--- config.mk ---
export PLATFORM = sky130hd
export DESIGN_NAME = spi_flash_host
export DESIGN_NICKNAME = d
export VERILOG_FILES = /design/src/design/flash_host_pkg.sv /design/src/design/spi_sck_div.sv /design/src/design/spi_flash_host.sv
export VERILOG_INCLUDE_DIRS = /design/src /design/src/design
export SDC_FILE = /design/constraint.sdc
export NUM_CORES = 1
export LEC_CHECK = 0
export BUFFER_PORTS_ARGS = -buffer_cell sky130_fd_sc_hd__buf_2
export CAP_MARGIN = 15
export CORE_MARGIN = 2
export CORE_UTILIZATION = 49
export DETAILED_ROUTE_END_ITERATION = 6
export GPL_TIMING_DRIVEN = 0
export PLACE_DENSITY = 0.83
export SYNTH_ARGS = -nofsm -noshare
export SYNTH_HDL_FRONTEND = slang
export SYNTH_HIERARCHICAL = 1
export SYNTH_SLANG_ARGS = --single-unit
--- constraint.sdc ---
create_clock -name i_sys_clk -period 4.5 [get_ports i_sys_clk]
set_input_delay 0.45 -clock i_sys_clk [delete_from_list [all_inputs] [get_ports i_sys_clk]]
set_output_delay 0.45 -clock i_sys_clk [all_outputs]
set_load 0.01 [all_outputs]
--- src/design/flash_host_defs.svh ---
// Opcodes, field values and timing counts for the serial flash host.
// Assumes a 50 MHz system clock; included by bare name.
`ifndef FLASH_HOST_DEFS_SVH
`define FLASH_HOST_DEFS_SVH

// ----------------------------------------
// Opcodes
// ----------------------------------------
`define OP_RD_FAST 8'h0B
`define OP_RD_SLOW 8'h03
`define OP_RD_DUAL 8'h3B
`define OP_PG_ERASE 8'h81
`define OP_BE_4K 8'h20
`define OP_BE_32K 8'h52
`define OP_BE_64K 8'hD8
`define OP_CE_A 8'h60
`define OP_CE_B 8'hC7
`define OP_PROG 8'h02
`define OP_SEQ_A 8'hAD
`define OP_SEQ_B 8'hAF
`define OP_PROG_DUAL 8'hA2
`define OP_WR_EN 8'h06
`define OP_WR_DIS 8'h04
`define OP_PROT 8'h36
`define OP_UNPROT 8'h39
`define OP_RD_PROT 8'h3C
`define OP_OTP_PROG 8'h9B
`define OP_OTP_RD 8'h77
`define OP_RD_STAT 8'h05
`define OP_STAT_IRQ 8'h25
`define OP_WR_STAT1 8'h01
`define OP_WR_STAT2 8'h31
`define OP_RESET 8'hF0
`define OP_RD_ID 8'h9F
`define OP_DPD 8'hB9
`define OP_DPD_EXIT 8'hAB
`define OP_UDPD 8'h79

// ----------------------------------------
// Field values and limits
// ----------------------------------------
`define RESET_CONFIRM 8'hD0
`define ADDR_BITS 18
`define PAGE_BYTES 256
`define ID_BYTES_MAX 4

// ----------------------------------------
// Timing
// ----------------------------------------
`define SYS_MHZ 50
`define RDLF_MHZ 25
`define RDDO_MHZ 40
`define RDLF_HALF_MIN ((`SYS_MHZ + 2 * `RDLF_MHZ - 1) / (2 * `RDLF_MHZ))
`define RDDO_HALF_MIN ((`SYS_MHZ + 2 * `RDDO_MHZ - 1) / (2 * `RDDO_MHZ))
`define SYNC_LAT 2
`define SCK_HALF_DEF (`SYNC_LAT + 2)

`endif

--- src/design/flash_host_pkg.sv ---
// Types shared by the serial flash host files.
// Assumes nothing of its surroundings.
package flash_host_pkg;

  typedef enum logic [3:0] {
    S_IDLE, S_SETUP, S_OP, S_ADDR, S_DUMMY, S_WR, S_RD, S_HOLD, S_GAP
  } st_t;

  typedef struct packed {
    logic known;
    logic addr;
    logic [1:0] ndmy;
    logic rd;
    logic wr;
    logic dual;
    logic one;
    logic id;
  } cmd_info_t;

endpackage : flash_host_pkg

--- src/design/spi_sck_div.sv ---
// Serial clock divider for mode 0 with bit phase strobes.
// Assumes HALF >= SYNC_LAT + 2 so the sample strobe precedes the last.
`timescale 1ns/1ps
`default_nettype none
`include "flash_host_defs.svh"

module spi_sck_div #(
  parameter int HALF = `SCK_HALF_DEF
) (
  input wire logic i_sys_clk, // System clock
  input wire logic i_rst_b, // Async reset, active low
  input wire logic i_run, // Run the clock
  output logic o_sck, // Serial clock, idles low
  output logic o_at0, // Phase counter at zero
  output logic o_lead, // Falling phase: drive next bit
  output logic o_samp, // Synced rising-edge sample point
  output logic o_last // Final cycle of a clock period
);

  localparam int PW = $clog2(2 * HALF);
  localparam logic [PW-1:0] P_LAST = PW'(2 * HALF - 1);
  localparam logic [PW-1:0] P_RISE = PW'(HALF - 1);
  localparam logic [PW-1:0] P_SAMP = PW'(HALF + `SYNC_LAT);

  logic [PW-1:0] ph_q;
  logic [PW-1:0] ph_d;
  logic sck_d;

  assign ph_d = !i_run ? '0 : (ph_q == P_LAST) ? '0 : ph_q + 1'b1;
  assign sck_d = i_run && (ph_q >= P_RISE) && (ph_q != P_LAST);
  assign o_at0 = (ph_q == '0);
  assign o_lead = i_run && o_at0;
  assign o_samp = i_run && (ph_q == P_SAMP);
  assign o_last = i_run && (ph_q == P_LAST);

  always_ff @(posedge i_sys_clk or negedge i_rst_b) begin
    if (!i_rst_b) begin
      ph_q <= '0;
      o_sck <= 1'b0;
    end else begin
      ph_q <= ph_d;
      o_sck <= sck_d;
    end
  end

endmodule : spi_sck_div
`default_nettype wire

--- src/design/spi_flash_host.sv ---
// Host controller that issues commands to a serial NOR flash.
// Assumes the user side is on i_sys_clk and the flash runs SPI mode 0.
//
// Contract
// - Chip select first, opcode, bytes MSB first
// - 0Bh has one dummy; 03h clock limited
// - 3Bh dual read: address, one dummy
// - Page erase addressed; chip erase opcode only
// - Block erases 20h 52h D8h take address
// - 02h program: address, 1 to 256 bytes
// - Sequential program sends address once only
// - A2h dual program: address, 1-256 bytes
// - Write enable/disable are opcode only
// - Protect/unprotect addressed; 3Ch returns data
// - 9Bh programs OTP; 77h two dummies
// - 05h reads status; 01h/31h one byte
// - 25h sends one dummy byte only
// - F0h reset confirmed by byte D0h
// - 9Fh returns one to four bytes
// - Power-down commands are opcode only
// - Mode 0: sample rising, change falling
`timescale 1ns/1ps
`default_nettype none
`include "flash_host_defs.svh"

module spi_flash_host #(
  parameter int SCK_HALF = `SCK_HALF_DEF,
  parameter int LEN_W = 9
) (
  input wire logic i_sys_clk, // System clock
  input wire logic i_rst_b, // Async reset, active low
  input wire logic i_cmd_valid, // Command request
  input wire logic [7:0] i_cmd_op, // Command opcode
  input wire logic [23:0] i_cmd_addr, // Command address
  input wire logic [LEN_W-1:0] i_cmd_len, // Data byte count
  output logic o_cmd_ready, // Ready for a command
  output logic o_cmd_err, // Unknown opcode refused
  output logic o_done, // Command finished
  input wire logic i_wr_valid, // Write byte present
  input wire logic [7:0] i_wr_data, // Write byte
  output logic o_wr_take, // Write byte consumed
  output logic o_rd_valid, // Read byte present
  output logic [7:0] o_rd_data, // Read byte
  output logic o_cs_b, // Chip select, active low
  output logic o_sck, // Serial clock
  output logic o_si, // SI pin output
  output logic o_si_oe_b, // SI drive enable, active low
  input wire logic i_si, // SI pin input
  output logic o_so, // SO pin output
  output logic o_so_oe_b, // SO drive enable, active low
  input wire logic i_so // SO pin input
);

  localparam int WT_W = $clog2(SCK_HALF) + 1;
  localparam logic [WT_W-1:0] WT_END = WT_W'(SCK_HALF - 1);
  localparam logic [LEN_W-1:0] LEN_ONE = LEN_W'(1);
  localparam logic [LEN_W-1:0] LEN_PAGE = LEN_W'(`PAGE_BYTES);
  localparam logic [LEN_W-1:0] LEN_ID = LEN_W'(`ID_BYTES_MAX);

  // ----------------------------------------
  // Opcode decode
  // ----------------------------------------
  function automatic flash_host_pkg::cmd_info_t dec(input logic [7:0] op);
    flash_host_pkg::cmd_info_t c;
    c = '0;
    case (op)
      `OP_RD_FAST: begin
        c = '{1'b1, 1'b1, 2'd1, 1'b1, 1'b0, 1'b0, 1'b0, 1'b0};
      end
      `OP_RD_SLOW, `OP_RD_PROT: begin
        c = '{1'b1, 1'b1, 2'd0, 1'b1, 1'b0, 1'b0, 1'b0, 1'b0};
      end
      `OP_RD_DUAL: begin
        c = '{1'b1, 1'b1, 2'd1, 1'b1, 1'b0, 1'b1, 1'b0, 1'b0};
      end
      `OP_PG_ERASE, `OP_BE_4K, `OP_BE_32K, `OP_BE_64K,
      `OP_PROT, `OP_UNPROT: begin
        c = '{1'b1, 1'b1, 2'd0, 1'b0, 1'b0, 1'b0, 1'b0, 1'b0};
      end
      `OP_CE_A, `OP_CE_B, `OP_WR_EN, `OP_WR_DIS,
      `OP_DPD, `OP_DPD_EXIT, `OP_UDPD: begin
        c = '{1'b1, 1'b0, 2'd0, 1'b0, 1'b0, 1'b0, 1'b0, 1'b0};
      end
      `OP_PROG, `OP_OTP_PROG: begin
        c = '{1'b1, 1'b1, 2'd0, 1'b0, 1'b1, 1'b0, 1'b0, 1'b0};
      end
      `OP_SEQ_A, `OP_SEQ_B: begin
        c = '{1'b1, 1'b1, 2'd0, 1'b0, 1'b1, 1'b0, 1'b1, 1'b0};
      end
      `OP_PROG_DUAL: begin
        c = '{1'b1, 1'b1, 2'd0, 1'b0, 1'b1, 1'b1, 1'b0, 1'b0};
      end
      `OP_OTP_RD: begin
        c = '{1'b1, 1'b1, 2'd2, 1'b1, 1'b0, 1'b0, 1'b0, 1'b0};
      end
      `OP_RD_STAT: begin
        c = '{1'b1, 1'b0, 2'd0, 1'b1, 1'b0, 1'b0, 1'b0, 1'b0};
      end
      `OP_STAT_IRQ: begin
        c = '{1'b1, 1'b0, 2'd1, 1'b0, 1'b0, 1'b0, 1'b0, 1'b0};
      end
      `OP_WR_STAT1, `OP_WR_STAT2, `OP_RESET: begin
        c = '{1'b1, 1'b0, 2'd0, 1'b0, 1'b1, 1'b0, 1'b1, 1'b0};
      end
      `OP_RD_ID: begin
        c = '{1'b1, 1'b0, 2'd0, 1'b1, 1'b0, 1'b0, 1'b0, 1'b1};
      end
      default: begin
        c = '0;
      end
    endcase
    return c;
  endfunction : dec

  // ----------------------------------------
  // State and wires
  // ----------------------------------------
  flash_host_pkg::st_t st_q;
  flash_host_pkg::st_t st_d;
  flash_host_pkg::st_t aft_op;
  flash_host_pkg::st_t aft_addr;
  flash_host_pkg::st_t aft_dmy;
  flash_host_pkg::cmd_info_t info;
  flash_host_pkg::cmd_info_t ainfo;
  logic [7:0] op_q;
  logic [`ADDR_BITS-1:0] addr_q;
  logic [LEN_W-1:0] rem_q;
  logic [LEN_W-1:0] rem_d;
  logic [LEN_W-1:0] len_a;
  logic [1:0] cnt_q;
  logic [1:0] cnt_d;
  logic [2:0] bc_q;
  logic [2:0] bc_n;
  logic [7:0] sh_q;
  logic [7:0] rx_q;
  logic [7:0] b_cur;
  logic [7:0] ld_byte;
  logic [7:0] addr_byte;
  logic [1:0] s1_q;
  logic [1:0] s2_q;
  logic [WT_W-1:0] wt_q;
  logic [WT_W-1:0] wt_d;
  logic seq_q;
  logic skip_q;
  logic lead;
  logic samp;
  logic last;
  logic at0;
  logic run;
  logic shifting;
  logic dual_ph;
  logic byte_end;
  logic stall;
  logic wr_avail;
  logic wt_done;
  logic accept;
  logic si_rel;

  assign info = dec(op_q);
  assign ainfo = dec(i_cmd_op);
  assign accept = (st_q == flash_host_pkg::S_IDLE) && i_cmd_valid;
  assign wt_done = (wt_q == WT_END);
  assign shifting = (st_q inside {flash_host_pkg::S_OP,
      flash_host_pkg::S_ADDR, flash_host_pkg::S_DUMMY,
      flash_host_pkg::S_WR, flash_host_pkg::S_RD});
  assign dual_ph = info.dual && (st_q inside {flash_host_pkg::S_WR,
      flash_host_pkg::S_RD});
  assign bc_n = bc_q + (dual_ph ? 3'h2 : 3'h1);
  assign byte_end = last && (bc_n == 3'h0);
  assign wr_avail = i_wr_valid || (op_q == `OP_RESET);
  assign stall = (st_q == flash_host_pkg::S_WR) && (bc_q == 3'h0) &&
      at0 && !wr_avail;
  assign run = shifting && !stall;

  assign aft_dmy = info.wr ? flash_host_pkg::S_WR :
      info.rd ? flash_host_pkg::S_RD : flash_host_pkg::S_HOLD;
  assign aft_addr = (info.ndmy != 2'd0) ? flash_host_pkg::S_DUMMY : aft_dmy;
  assign aft_op = (info.addr && !skip_q) ? flash_host_pkg::S_ADDR : aft_addr;

  assign len_a = ainfo.one ? LEN_ONE :
      (i_cmd_len == '0) ? LEN_ONE :
      (ainfo.wr && i_cmd_len > LEN_PAGE) ? LEN_PAGE :
      (ainfo.id && i_cmd_len > LEN_ID) ? LEN_ID : i_cmd_len;

  assign addr_byte = (cnt_q == 2'd2) ? {6'h00, addr_q[17:16]} :
      (cnt_q == 2'd1) ? addr_q[15:8] : addr_q[7:0];
  assign ld_byte = (st_q == flash_host_pkg::S_OP) ? op_q :
      (st_q == flash_host_pkg::S_ADDR) ? addr_byte :
      (st_q != flash_host_pkg::S_WR) ? 8'h00 :
      (op_q == `OP_RESET) ? `RESET_CONFIRM : i_wr_data;
  assign b_cur = (bc_q == 3'h0) ? ld_byte : sh_q;
  // Let go of SI before the device drives it
  assign si_rel = info.dual && info.rd && ((st_d inside {
      flash_host_pkg::S_RD, flash_host_pkg::S_HOLD}) ||
      (st_q == flash_host_pkg::S_DUMMY && cnt_q == 2'd0 &&
      bc_q == 3'h7 && samp));

  // ----------------------------------------
  // Sequencer
  // ----------------------------------------
  always_comb begin
    st_d = st_q;
    case (st_q)
      flash_host_pkg::S_IDLE: begin
        if (accept && ainfo.known) st_d = flash_host_pkg::S_SETUP;
      end
      flash_host_pkg::S_SETUP: begin
        if (wt_done) st_d = flash_host_pkg::S_OP;
      end
      flash_host_pkg::S_OP: begin
        if (byte_end) st_d = aft_op;
      end
      flash_host_pkg::S_ADDR: begin
        if (byte_end && cnt_q == 2'd0) st_d = aft_addr;
      end
      flash_host_pkg::S_DUMMY: begin
        if (byte_end && cnt_q == 2'd0) st_d = aft_dmy;
      end
      flash_host_pkg::S_WR, flash_host_pkg::S_RD: begin
        if (byte_end && rem_q == LEN_ONE) st_d = flash_host_pkg::S_HOLD;
      end
      flash_host_pkg::S_HOLD: begin
        if (wt_done) st_d = flash_host_pkg::S_GAP;
      end
      flash_host_pkg::S_GAP: begin
        if (wt_done) st_d = flash_host_pkg::S_IDLE;
      end
      default: begin
        st_d = flash_host_pkg::S_IDLE;
      end
    endcase
  end

  assign wt_d = (st_d != st_q) ? '0 : wt_q + 1'b1;
  assign cnt_d = (st_d == flash_host_pkg::S_ADDR &&
      st_q != flash_host_pkg::S_ADDR) ? 2'd2 :
      (st_d == flash_host_pkg::S_DUMMY &&
      st_q != flash_host_pkg::S_DUMMY) ? info.ndmy - 2'd1 :
      byte_end ? cnt_q - 2'd1 : cnt_q;
  assign rem_d = accept ? len_a : (byte_end &&
      (st_q inside {flash_host_pkg::S_WR, flash_host_pkg::S_RD})) ?
      rem_q - LEN_ONE : rem_q;

  always_ff @(posedge i_sys_clk or negedge i_rst_b) begin
    if (!i_rst_b) begin
      st_q <= flash_host_pkg::S_IDLE;
      wt_q <= '0;
      cnt_q <= 2'd0;
      rem_q <= '0;
    end else begin
      st_q <= st_d;
      wt_q <= wt_d;
      cnt_q <= cnt_d;
      rem_q <= rem_d;
    end
  end

  // Command capture; sequential mode stays until a known opcode other than ADh/AFh
  always_ff @(posedge i_sys_clk or negedge i_rst_b) begin
    if (!i_rst_b) begin
      op_q <= 8'h00;
      addr_q <= '0;
      seq_q <= 1'b0;
      skip_q <= 1'b0;
    end else if (accept && ainfo.known) begin
      op_q <= i_cmd_op;
      addr_q <= i_cmd_addr[`ADDR_BITS-1:0];
      seq_q <= ainfo.one && ainfo.addr;
      skip_q <= seq_q && ainfo.one && ainfo.addr;
    end
  end

  // ----------------------------------------
  // Bit engine
  // ----------------------------------------
  spi_sck_div #(
    .HALF(SCK_HALF)
  ) u_div (
    .i_sys_clk(i_sys_clk),
    .i_rst_b(i_rst_b),
    .i_run(run),
    .o_sck(o_sck),
    .o_at0(at0),
    .o_lead(lead),
    .o_samp(samp),
    .o_last(last)
  );

  always_ff @(posedge i_sys_clk or negedge i_rst_b) begin
    if (!i_rst_b) begin
      sh_q <= 8'h00;
      o_si <= 1'b0;
      o_so <= 1'b0;
    end else if (lead) begin
      sh_q <= dual_ph ? {b_cur[5:0], 2'b00} : {b_cur[6:0], 1'b0};
      // Dual data: bit 7 on SO
      o_si <= dual_ph ? b_cur[6] : b_cur[7];
      o_so <= b_cur[7];
    end
  end

  always_ff @(posedge i_sys_clk or negedge i_rst_b) begin
    if (!i_rst_b) begin
      bc_q <= 3'h0;
    end else if (!shifting) begin
      bc_q <= 3'h0;
    end else if (last) begin
      bc_q <= bc_n;
    end
  end

  // Pin inputs: bit 1 is SO, bit 0 is SI
  always_ff @(posedge i_sys_clk or negedge i_rst_b) begin
    if (!i_rst_b) begin
      s1_q <= 2'b00;
      s2_q <= 2'b00;
    end else begin
      s1_q <= {i_so, i_si};
      s2_q <= s1_q;
    end
  end

  always_ff @(posedge i_sys_clk or negedge i_rst_b) begin
    if (!i_rst_b) begin
      rx_q <= 8'h00;
    end else if (samp) begin
      rx_q <= dual_ph ? {rx_q[5:0], s2_q} : {rx_q[6:0], s2_q[1]};
    end
  end

  // ----------------------------------------
  // Outputs
  // ----------------------------------------
  always_ff @(posedge i_sys_clk or negedge i_rst_b) begin
    if (!i_rst_b) begin
      o_cs_b <= 1'b1;
      o_si_oe_b <= 1'b0;
      o_so_oe_b <= 1'b1;
      o_cmd_ready <= 1'b0;
    end else begin
      o_cs_b <= (st_d inside {flash_host_pkg::S_IDLE, flash_host_pkg::S_GAP});
      o_si_oe_b <= si_rel;
      o_so_oe_b <= !((st_d == flash_host_pkg::S_WR) && info.dual);
      o_cmd_ready <= (st_d == flash_host_pkg::S_IDLE);
    end
  end

  always_ff @(posedge i_sys_clk or negedge i_rst_b) begin
    if (!i_rst_b) begin
      o_cmd_err <= 1'b0;
      o_done <= 1'b0;
      o_wr_take <= 1'b0;
      o_rd_valid <= 1'b0;
      o_rd_data <= 8'h00;
    end else begin
      o_cmd_err <= accept && !ainfo.known;
      o_done <= (st_q == flash_host_pkg::S_GAP) && wt_done;
      o_wr_take <= lead && (st_q == flash_host_pkg::S_WR) &&
          (bc_q == 3'h0) && (op_q != `OP_RESET);
      o_rd_valid <= byte_end && (st_q == flash_host_pkg::S_RD);
      if (byte_end && st_q == flash_host_pkg::S_RD) o_rd_data <= rx_q;
    end
  end

  // ----------------------------------------
  // Checks
  // ----------------------------------------
  property p_cs_first;
    @(posedge i_sys_clk) disable iff (!i_rst_b)
    $rose(o_sck) |-> !o_cs_b && $past(!o_cs_b, 2);
  endproperty
  a_cs_first: assert property (p_cs_first)
    else $error("clock rose without chip select");

  property p_opcode_msb;
    @(posedge i_sys_clk) disable iff (!i_rst_b)
    $rose(o_sck) && st_q == flash_host_pkg::S_OP && bc_q == 3'h0
      |-> o_si == op_q[7];
  endproperty
  a_opcode_msb: assert property (p_opcode_msb)
    else $error("opcode MSB not first");

  property p_addr_top_zero;
    @(posedge i_sys_clk) disable iff (!i_rst_b)
    $rose(o_sck) && st_q == flash_host_pkg::S_ADDR && cnt_q == 2'd2 &&
      bc_q < 3'h6 |-> !o_si;
  endproperty
  a_addr_top_zero: assert property (p_addr_top_zero)
    else $error("upper address bit sent as one");

  property p_sck_high;
    @(posedge i_sys_clk) disable iff (!i_rst_b)
    $rose(o_sck) |-> o_sck [*3];
  endproperty
  a_sck_high: assert property (p_sck_high)
    else $error("serial clock high too short");

  property p_half_ok;
    @(posedge i_sys_clk) disable iff (!i_rst_b)
    $fell(o_sck) |-> !o_sck [*3];
  endproperty
  a_half_ok: assert property (p_half_ok)
    else $error("serial clock low too short");

  property p_dual_release;
    @(posedge i_sys_clk) disable iff (!i_rst_b)
    st_q == flash_host_pkg::S_RD && op_q == `OP_RD_DUAL |-> o_si_oe_b;
  endproperty
  a_dual_release: assert property (p_dual_release)
    else $error("SI driven during dual read");

  property p_whole_bytes;
    @(posedge i_sys_clk) disable iff (!i_rst_b)
    $rose(o_cs_b) |-> $past(bc_q) == 3'h0 && !o_sck;
  endproperty
  a_whole_bytes: assert property (p_whole_bytes)
    else $error("deselect inside a byte");

  property p_seq_one;
    @(posedge i_sys_clk) disable iff (!i_rst_b)
    st_q == flash_host_pkg::S_WR && info.one |-> rem_q == LEN_ONE;
  endproperty
  a_seq_one: assert property (p_seq_one)
    else $error("single-byte command sends more data");

  property p_bare_opcode;
    @(posedge i_sys_clk) disable iff (!i_rst_b)
    st_q == flash_host_pkg::S_ADDR && $past(st_q) == flash_host_pkg::S_OP
      |-> info.addr && !skip_q;
  endproperty
  a_bare_opcode: assert property (p_bare_opcode)
    else $error("address sent for opcode-only command");

  property p_reset_internal;
    @(posedge i_sys_clk) disable iff (!i_rst_b)
    st_q == flash_host_pkg::S_WR && op_q == `OP_RESET |-> !o_wr_take;
  endproperty
  a_reset_internal: assert property (p_reset_internal)
    else $error("reset confirm taken from user");

  property p_change_low;
    @(posedge i_sys_clk) disable iff (!i_rst_b)
    $changed(o_si) && !o_cs_b |-> !o_sck;
  endproperty
  a_change_low: assert property (p_change_low)
    else $error("SI changed while clock high");

endmodule : spi_flash_host
`default_nettype wire

==> flow_metrics.env, run 1 <==
export IMPL_fin_nets=744
export IMPL_place_ws_ps=-394
export IMPL_yosys_register_bits=90
export IMPL_hpwlAfterDp_um=10400
export IMPL_cts_sinks=90
export IMPL_drt_pass1_iter_count=5
export IMPL_cts_root_buf="clkbuf_16"
export IMPL_area_growth_pct=15.9
export IMPL_power_frac_seq=0.503
export IMPL_most_common_layout_cells="88 x dfrtp_1, 78 x buf_2, 58 x nand2_1"
export IMPL_synth_main_ff_cell="dfrtp_1"
export IMPL_dieHeight_um=110
export IMPL_setup_viol=0
export IMPL_gp_congestion=0.888
export IMPL_cts_buffer_depth=2
export IMPL_syn_num_nets=665
export IMPL_clock_skew_final_ps=4.26
export IMPL_clock_fmax_mhz=233
export IMPL_switchingPower_mw=0.382
export IMPL_yosys_warnings=6
export IMPL_slew_viol_final=0
export IMPL_power_mw=1.62
export IMPL_hp_class="in -> async"
export IMPL_cellPowerDensity_mw_per_mm2=253
export IMPL_drt_wl_total_um=14000
export IMPL_switching_share=0.235
export IMPL_path_class="reg -> reg"
export IMPL_drv_cap=0
export IMPL_finalCriticalPeriod_ps=4290
export IMPL_setup_worst_path_start="op_q[0]$_DFFE_PN0P_"
export IMPL_worst_ep_required_time_ps=4740
export IMPL_crit_arrival_ps=4520
export IMPL_grt_total_usage=0.245
export IMPL_cpMaxStageDelayCell="fa_2"
export IMPL_cpPeakStageDelay_ps=420
export IMPL_synth_top_cell_by_area="dfrtp_1"
export IMPL_grt_max_degree=51
export IMPL_netlist_area_sq_mm=0.00554
export IMPL_final_cells=819
export IMPL_worst_slack_ps=211
export IMPL_grt_pass1_wl_um=23000
export IMPL_numCtsBuffers=9
export IMPL_tightest_slew_ps=1060
export IMPL_post_drt_wl_per_cell_um=17.0
export IMPL_p_comb_frac=0.050
export IMPL_irDropWorstVdd_mv=0.186
export IMPL_drc=0
export IMPL_pwr_share_clk=0.447
export IMPL_cp_cell_sequence="buf_6 > buf_2 > nor3_2 > nand2_1 > o21ai_0 > and3_4 > nand2_4 > buf_4 > ha_1 > fa_2 > nor2_1 > and3_4 > clkbuf_4 > and2_1 > o32ai_1 > a211o_1 > buf_4 > nand2b_4 > nor3_4 > mux2_4"
export IMPL_end_kind="flip-flop"
export IMPL_internal_power_mw=1.24
export IMPL_hold_viol=0
export IMPL_synthTopCellsByArea="dfrtp_1 40%, mux2_2 7.1%, nand2_1 4.0%, ha_1 3.2%, a21oi_1 3.1%"
export IMPL_r2r_start="op_q[0]$_DFFE_PN0P_"
export IMPL_syn_area_per_cell_sq_um=9.31
export IMPL_drive_above_1_share=0.247
export IMPL_num_vias=4905
export IMPL_grt_pass1_vias=4648
export IMPL_insertion_delay_ps=350
export IMPL_clk_pin_slew_ps=70
export IMPL_max_slew_margin=0.287
export IMPL_layout_area_seq_sq_mm=0.00225
export IMPL_n_fill_cell=932
export IMPL_gr_total_overflow=0
export IMPL_die_area_sq_mm=0.0122
export IMPL_synthDistinctLibCells=75
export IMPL_multi_input_area_sq_mm=0.00303
export IMPL_async_reset_ff_frac=1.00
export IMPL_antenna_found_initial=0
export IMPL_postCtsHoldBufs=0
export IMPL_start_util=0.507
export IMPL_critPathLaunchType="flip-flop"
export IMPL_layout_commonest_cell="dfrtp_1"
export IMPL_io_pins=74
export IMPL_synth_edff_count=0
export IMPL_p_leak_nw=3.00
export IMPL_htree_levels=3
export IMPL_postCtsSetupBuffers=0
export IMPL_fp_row_count=38
export IMPL_synth_cells=595
export IMPL_drtAntennaViolNets=0
export IMPL_crit_fanout=10
export IMPL_synth_top_cell_area_share=0.398
export IMPL_coreArea_sq_mm=0.0109
export IMPL_routed_via_density=5.99
export IMPL_post_route_period_util=0.953
export IMPL_die_w_um=110
export IMPL_antenna_cells=0
export IMPL_status="completed"
export IMPL_port_buffers=67
export IMPL_ys_seq_area_frac=0.407
export IMPL_drt_iter0_drc=427
export IMPL_cts_tree="done"
export IMPL_placedCellCount=803
## area by class of cell
cell class	instances	area share
plain buffers	39	0.0339
repair buffers	68	0.0569
multi-input cells	443	0.472
clock buffers	10	0.0372
inverters	23	0.0135
clock inverters	6	0.00780
flip-flops and latches	90	0.351
well taps	140	0.0273
## power by group through the flow
stage | Clock (mW) | Sequential (mW) | Combinational, mW
after floorplan | 0 | 0.831 | 0.0293
after global placement | 0 | 0.832 | 0.0758
after detailed placement | 0 | 0.832 | 0.0820
after CTS | 0.739 | 0.817 | 0.0823
after global routing | 0.774 | 0.817 | 0.0917
final | 0.726 | 0.817 | 0.0817
## metal layers
metal	track usage	part of all wire	up-vias
met5	0	0	-
met4	0.101	0.026	0
met3	0.0412	0.069	28
met2	0.381	0.46	200
met1	0.341	0.44	2368
li1	-	-	2309
## kinds of logic after synthesis
kind of cell	after synthesis	share of synthesized area
xor+xnor	12	0.0190
mux	53	0.105
buf+inv	62	0.0538
simple gates	245	0.243
compound gates	118	0.137
flops	90	0.407
fa+ha+maj	15	0.0352
## path summary, 6_finish.rpt
check                                   endpoint  slack [ps]  cells after the start
max                         cnt_q[0]$_DFFE_PN0P_         210                     20
min                         cnt_q[1]$_DFFE_PN0P_          90                      1
max reg2reg                 cnt_q[0]$_DFFE_PN0P_         210                     20
min in group i_sys_clk         s1_q[1]$_DFF_PN0_         200                      1
min reg2reg                    s2_q[1]$_DFF_PN0_         350                      0
max in group asynchronous  addr_q[2]$_DFFE_PN0P_        3800                      2
## timing repair
item / 4_1_cts / 5_1_grt
endpoints found under the hold margin: 0 / 0
resized for setup: 6 / 7
setup endpoints to repair: 10 / 8
## stage by stage
step           utilization  TNS [ps]  hold slack [ps]  instance area, sq um
5_1_grt              0.587     -19.4              133                  6420
2_1_floorplan            -         0              154                  5540
4_1_cts              0.584         0              104                  6390
3_3_place_gp         0.553     -1250              333                  6050
6_report             0.587         0             85.7                  6420
3_5_place_dp         0.556     -2090              341                  6080
## sequential cells by signal, indices dropped and copies added (netlist names), 2 cells and up
signal,count
bc_q,3
cnt_q,2
s1_q,2
addr_q,18
wt_q,3
st_q,4
op_q,8
u_div/ph_q,3
rx_q,8
s2_q,2
sh_q,7
rem_q,9
o_rd_data,8
## cell usage after synthesis (7+ instances only)
master,number
buf_4,9
nor4_1,8
xnor2_1,7
nand4_1,9
mux2i_1,17
nand2_1,59
and3_1,8
nand3_1,22
ha_1,14
dfrtp_1,88
a21oi_1,34
inv_1,22
and2_1,14
buf_2,13
a22oi_1,7
nor2_1,45
nor4b_1,7
nor2b_1,12
o21ai_0,25
mux2_2,35
nor3_1,16
clkbuf_1,14
## worst max-delay path, delay by kind of cell, from the launching register on
family / cells / cell delay (ps)
flip-flops: 1 / 390
buffers and inverters: 5 / 920
AO/OA/AOI/OAI: 3 / 410
AND/OR/NAND/NOR: 9 / 1500
multiplexers: 1 / 310
adder cells (fa/ha/maj): 2 / 630
Note: power is estimated with default switching activity, not from simulation.
==> run 2: changes to the inputs <==
==> constraint.sdc (replaced) <==
create_clock -name i_sys_clk -period 3.5 [get_ports i_sys_clk]
set_input_delay 0.35 -clock i_sys_clk [delete_from_list [all_inputs] [get_ports i_sys_clk]]
set_output_delay 0.35 -clock i_sys_clk [all_outputs]
set_load 0.01 [all_outputs]
==> flow_metrics.env, run 2 (synthesis results as in run 1) <==
export IMPL_port_buffers=67
export IMPL_dieHeight_um=110
export IMPL_hp_class="in -> reg"
export IMPL_cts_root_buf="clkbuf_16"
export IMPL_largest_register="addr_q"
export IMPL_antenna_cells=0
export IMPL_die_area_sq_mm=0.0122
export IMPL_rsz0062_at_grt="true"
export IMPL_fp_row_count=38
export IMPL_crit_path_frequent_cell="xnor2_2"
export IMPL_p_leak_nw=3.19
export IMPL_largest_registers="addr_q: 18 flops, rem_q: 9 flops"
export IMPL_fin_nets=772
export IMPL_max_slew_margin=0.459
export IMPL_grt_pass1_vias=5026
export IMPL_tightest_slew_ps=804
export IMPL_setup_viol=10
export IMPL_placedInstanceArea_sq_mm=0.00618
export IMPL_post_route_util=0.631
export IMPL_cellPowerDensity_mw_per_mm2=313
export IMPL_r2r_slack_ps=-360
export IMPL_start_util=0.507
export IMPL_path_class="reg -> reg"
export IMPL_finalCriticalPeriod_ps=3860
export IMPL_drt_pass1_iter_count=5
export IMPL_most_common_layout_cells="86 x dfrtp_1, 75 x buf_2, 58 x nand2_1"
export IMPL_worst_slack_ps=-364
export IMPL_drive_above_1_share=0.318
export IMPL_die_w_um=110
export IMPL_crit_arrival_ps=4130
export IMPL_drc=0
export IMPL_gp_congestion=0.846
export IMPL_slew_viol_final=0
export IMPL_end_kind="flip-flop"
export IMPL_clock_skew_final_ps=5.81
export IMPL_post_route_period_util=1.10
export IMPL_area_growth_pct=24.6
export IMPL_clock_fmax_mhz=259
export IMPL_htree_levels=3
export IMPL_drt_iter0_drc=508
export IMPL_drt_wl_total_um=15200
export IMPL_cts_tree="done"
export IMPL_numCtsBuffers=9
export IMPL_grt_total_usage=0.258
export IMPL_cpMaxStageDelayCell="dfrtp_1"
export IMPL_irDropWorstVdd_mv=0.256
export IMPL_cts_sinks=90
export IMPL_post_drt_wl_per_cell_um=18.0
export IMPL_status="finished, violations left"
export IMPL_critPathLaunchType="flip-flop"
export IMPL_antenna_found_initial=0
export IMPL_hold_viol=0
export IMPL_grt_pass1_wl_um=24400
export IMPL_num_vias=5120
export IMPL_cpPeakStageDelay_ps=420
export IMPL_timing_hold_ws_ps=116
export IMPL_hpwlAfterDp_um=10100
export IMPL_drv_cap=0
export IMPL_violations="setup timing"
export IMPL_io_pins=74
export IMPL_clk_pin_slew_ps=70
export IMPL_final_area_sq_mm=0.00690
export IMPL_crit_fanout=10
export IMPL_worst_ep_required_time_ps=3760
export IMPL_largest_reg_flops=18
export IMPL_drtAntennaViolNets=0
export IMPL_routed_via_density=6.04
export IMPL_cp_cell_sequence="buf_4 > xnor2_2 > nor3_4 > nand2_8 > buf_12 > ha_4 > fa_2 > xnor2_2 > and3_4 > clkbuf_16 > and2_4 > o32ai_2 > a211o_1 > buf_6 > nor3b_4 > mux2i_1 > a2bb2oi_2"
export IMPL_insertion_delay_ps=350
export IMPL_grt_max_degree=59
export IMPL_coreArea_sq_mm=0.0109
export IMPL_layout_commonest_cell="dfrtp_1"
export IMPL_gr_total_overflow=0
export IMPL_cts_buffer_depth=2
[run 2: area by class of cell]
type,count,area [sq um]
Multi-Input combinational cell,443,3220
Fill cell,842,4040
Timing Repair Buffer,97,589
Inverter,23,86.3
Sequential cell,90,2260
Buffer,38,267
Tap cell,140,175
Clock buffer,9,225
Clock inverter,7,83.8
[run 2: repair_timing]
| item | in CTS | in global routing |
|---|---|---|
| gates cloned | 0 | 0 |
| gates resized for setup | 28 | 18 |
| endpoints found under the hold margin | 32 | 0 |
| buffers inserted | 23 | 5 |
| setup endpoints to repair | 28 | 24 |
| pin swaps | 14 | 6 |
| hold buffers | 1 | 0 |
[run 2: path summary, 6_finish.rpt]
check                                   from                   end  depth (start not counted)
max                        st_q[1]$_DFF_PN0_  cnt_q[1]$_DFFE_PN0P_                         17
min                                     i_so     s1_q[1]$_DFF_PN0_                          1
max reg2reg                st_q[1]$_DFF_PN0_  cnt_q[1]$_DFFE_PN0P_                         17
min reg2reg                s1_q[0]$_DFF_PN0_     s2_q[0]$_DFF_PN0_                          0
max in group asynchronous            i_rst_b      o_cs_b$_DFF_PN1_                          3
min in group asynchronous            i_rst_b  o_rd_valid$_DFF_PN0_                          2
[run 2: worst max-delay path, delay by kind of cell, from the launching register on]
kind                     cells  cell delay (ps)
AO/OA/AOI/OAI                3              510
XOR/XNOR                     2              360
adder cells (fa/ha/maj)      2              520
buffers and inverters        4              640
AND/OR/NAND/NOR              5             1030
flip-flops                   1              420
multiplexers                 1              290
[run 2: routing by layer]
metal	share of wire	track usage	routed length (um)
met1	0.41	0.331	6220
met2	0.50	0.436	7680
met3	0.063	0.0570	965
met4	0.023	0.0786	355
met5	0	0	0
[run 2: through the flow]
| stage | setup TNS [ps] | std cells | power (mW) | setup slack [ps] |
|---|---|---|---|---|
| after floorplan | -320 | 595 | 1.11 | -161 |
| after global placement | -3260 | 802 | 1.16 | -502 |
| after detailed placement | -5380 | 803 | 1.17 | -592 |
| after CTS | -1180 | 842 | 2.17 | -233 |
| after global routing | -2560 | 847 | 2.22 | -415 |
| final | -1690 | 847 | 2.16 | -364 |
[run 2: power by group]
| group | switching (mW) | total (mW) | internal, mW |
|---|---|---|---|
| clock | 0.441 | 1.01 | 0.567 |
| combinational | 0.0615 | 0.104 | 0.0424 |
| sequential | 0.00471 | 1.05 | 1.05 |
==> run 3: changes to the inputs <==
--- a/config.mk
+++ b/config.mk
@@ -9,10 +9,10 @@
 export BUFFER_PORTS_ARGS = -buffer_cell sky130_fd_sc_hd__buf_2
 export CAP_MARGIN = 15
 export CORE_MARGIN = 2
-export CORE_UTILIZATION = 49
+export CORE_UTILIZATION = 40
 export DETAILED_ROUTE_END_ITERATION = 6
 export GPL_TIMING_DRIVEN = 0
-export PLACE_DENSITY = 0.83
+export PLACE_DENSITY = 0.72
 export SYNTH_ARGS = -nofsm -noshare
 export SYNTH_HDL_FRONTEND = slang
 export SYNTH_HIERARCHICAL = 1
==> constraint.sdc (replaced) <==
create_clock -name i_sys_clk -period 3.5 [get_ports i_sys_clk]
set_input_delay 0.35 -clock i_sys_clk [delete_from_list [all_inputs] [get_ports i_sys_clk]]
set_output_delay 0.35 -clock i_sys_clk [all_outputs]
set_load 0.005 [all_outputs]
==> flow_metrics.env, run 3 (synthesis results as in run 1) <==
export IMPL_clk_pin_slew_ps=70
export IMPL_worst_ep_required_time_ps=3750
export IMPL_cellPowerDensity_mw_per_mm2=316
export IMPL_cts_buffer_depth=2
export IMPL_drt_wl_total_um=14100
export IMPL_hpwlAfterDp_um=10100
export IMPL_gr_usage_met1=0.261
export IMPL_insertion_delay_ps=360
export IMPL_hp_class="in -> reg"
export IMPL_end_kind="flip-flop"
export IMPL_worst_slack_ps=-189
export IMPL_timing_hold_ws_ps=91.4
export IMPL_htree_levels=3
export IMPL_tightest_slew_ps=764
export IMPL_coreArea_sq_mm=0.0134
export IMPL_cts_root_buf="clkbuf_16"
export IMPL_cts_sinks=90
export IMPL_start_util=0.413
export IMPL_cts_tree="done"
export IMPL_irDropWorstVdd_mv=0.313
export IMPL_crit_fanout=10
export IMPL_numCtsBuffers=9
export IMPL_area_growth_pct=25.1
export IMPL_status="finished, violations left"
export IMPL_clock_skew_final_ps=8.57
export IMPL_grt_max_degree=54
export IMPL_pwr_share_clk=0.472
export IMPL_r2r_slack_ps=-190
export IMPL_slew_viol_final=0
export IMPL_switching_share=0.239
export IMPL_post_route_period_util=1.05
export IMPL_post_drt_wl_per_cell_um=16.1
export IMPL_placedCellCount=839
export IMPL_power_frac_seq=0.480
export IMPL_place_ws_ps=-607
export IMPL_hold_viol=0
export IMPL_drt_iter0_drc=349
export IMPL_top_usage_layer="met2"
export IMPL_power_mw=2.19
export IMPL_switchingPower_mw=0.524
export IMPL_drive_above_1_share=0.319
export IMPL_num_vias=4905
export IMPL_path_class="reg -> reg"
export IMPL_setup_viol=6
export IMPL_largest_register="addr_q"
export IMPL_cpPeakStageDelay_ps=560
export IMPL_antenna_found_initial=0
export IMPL_max_slew_margin=0.486
export IMPL_placedInstanceArea_sq_mm=0.00623
export IMPL_die_w_um=122
export IMPL_clock_fmax_mhz=271
export IMPL_cp_cell_sequence="buf_4 > xnor2_2 > nor3_4 > buf_6 > nand2_8 > buf_12 > ha_4 > fa_2 > nor2_4 > and3_4 > and2_4 > o21ai_2 > a211oi_1 > a2111o_1 > nor3_4 > mux2_4"
export IMPL_cpMaxStageDelayCell="fa_2"
export IMPL_crit_path_frequent_cell="nor3_4"
export IMPL_die_area_sq_mm=0.0148
export IMPL_setup_tns_ps=-763
export IMPL_p_comb_frac=0.048
export IMPL_violations="setup timing"
export IMPL_drtAntennaViolNets=0
export IMPL_drt_pass1_iter_count=5
export IMPL_internal_power_mw=1.66
export IMPL_grt_pass1_wl_um=22900
export IMPL_crit_arrival_ps=3930
export IMPL_port_buffers=67
export IMPL_final_cells=878
export IMPL_final_area_sq_mm=0.00693
export IMPL_grtUsageMet2=0.308
export IMPL_rsz0062_at_grt="true"
export IMPL_grt_total_usage=0.195
export IMPL_layout_commonest_cell="dfrtp_1"
export IMPL_gp_congestion=0.888
export IMPL_routed_via_density=5.59
export IMPL_antenna_cells=0
export IMPL_grt_pass1_vias=4724
export IMPL_critPathLaunchType="flip-flop"
export IMPL_gr_total_overflow=0
export IMPL_io_pins=74
export IMPL_finalCriticalPeriod_ps=3690
export IMPL_drc=0
export IMPL_fin_nets=767
export IMPL_use_met3=0.0496
export IMPL_drv_cap=0
export IMPL_largest_reg_flops=18
export IMPL_dieHeight_um=122
export IMPL_post_route_util=0.517
export IMPL_largest_registers="addr_q: 18 flops, rem_q: 9 flops"
export IMPL_fp_row_count=42
export IMPL_p_leak_nw=3.16
export IMPL_most_common_layout_cells="85 x dfrtp_1, 76 x buf_2, 57 x nand2_1"
## run 3: cell count changes in the layout (fill, tap and decap cells not counted), sizes merged
| cell | before | now |
|---|---|---|
| buf | 121 | 117 |
| clkbuf | 22 | 21 |
| clkinv | 1 | 0 |
| clkinvlp | 1 | 2 |
## run 3: worst max-delay path: cells and delay by family, from the launching register on
family	cells	cell delay (ps)
AOI/OAI and AO/OA	3	680
muxes	1	320
adders and majority gates	2	710
xor gates and xnor gates	1	170
DFF	1	420
and+or+nand+nor	6	810
buffers and inverters	3	470
## run 3: final timing paths
kind | depth (start not counted) | end | start
worst max register to register | 16 | cnt_q[0]$_DFFE_PN0P_ | st_q[0]$_DFF_PN0_
worst min register to register | 0 | s2_q[1]$_DFF_PN0_ | s1_q[1]$_DFF_PN0_
max in group asynchronous | 3 | o_so_oe_b$_DFF_PN1_ | i_rst_b
worst min-delay path | 1 | s1_q[1]$_DFF_PN0_ | i_so
worst max-delay path | 16 | cnt_q[0]$_DFFE_PN0P_ | st_q[0]$_DFF_PN0_
min in group asynchronous | 2 | o_rd_data[3]$_DFFE_PN0P_ | i_rst_b
## run 3: power by group through the flow
stage | clock [mW] | sequential (mW) | combinational [mW]
2_1_floorplan | 0 | 1.07 | 0.0376
3_3_place_gp | 0 | 1.07 | 0.0965
3_5_place_dp | 0 | 1.07 | 0.104
4_1_cts | 1.05 | 1.05 | 0.105
5_1_grt | 1.09 | 1.05 | 0.117
6_report | 1.03 | 1.05 | 0.105
## run 3: per-layer routing
layer / vias up / routed length, um / part of all wire
met4: 0 / 216 / 0.015
met1: 2374 / 6430 / 0.46
met5: - / 0 / 0
met2: 152 / 6610 / 0.47
met3: 19 / 857 / 0.061
li1: 2360 / - / -
## run 3: repair_timing
| item | in CTS | in global routing |
|---|---|---|
| hold endpoints to repair | 36 | 0 |
| hold buffers | 1 | 0 |
| gates resized for setup | 23 | 28 |
| endpoints found under the setup margin | 28 | 24 |
| buffers inserted | 16 | 9 |
| cloned | 0 | 0 |
| pin swaps | 8 | 6 |
## run 3: cell type report
type / count / area, sq um
Clock buffer: 9 / 225
Timing Repair Buffer: 94 / 568
Buffer: 36 / 240
Fill cell: 1189 / 6470
Inverter: 23 / 92.6
Tap cell: 176 / 220
Clock inverter: 7 / 91.3
Multi-Input combinational cell: 443 / 3230
Sequential cell: 90 / 2260
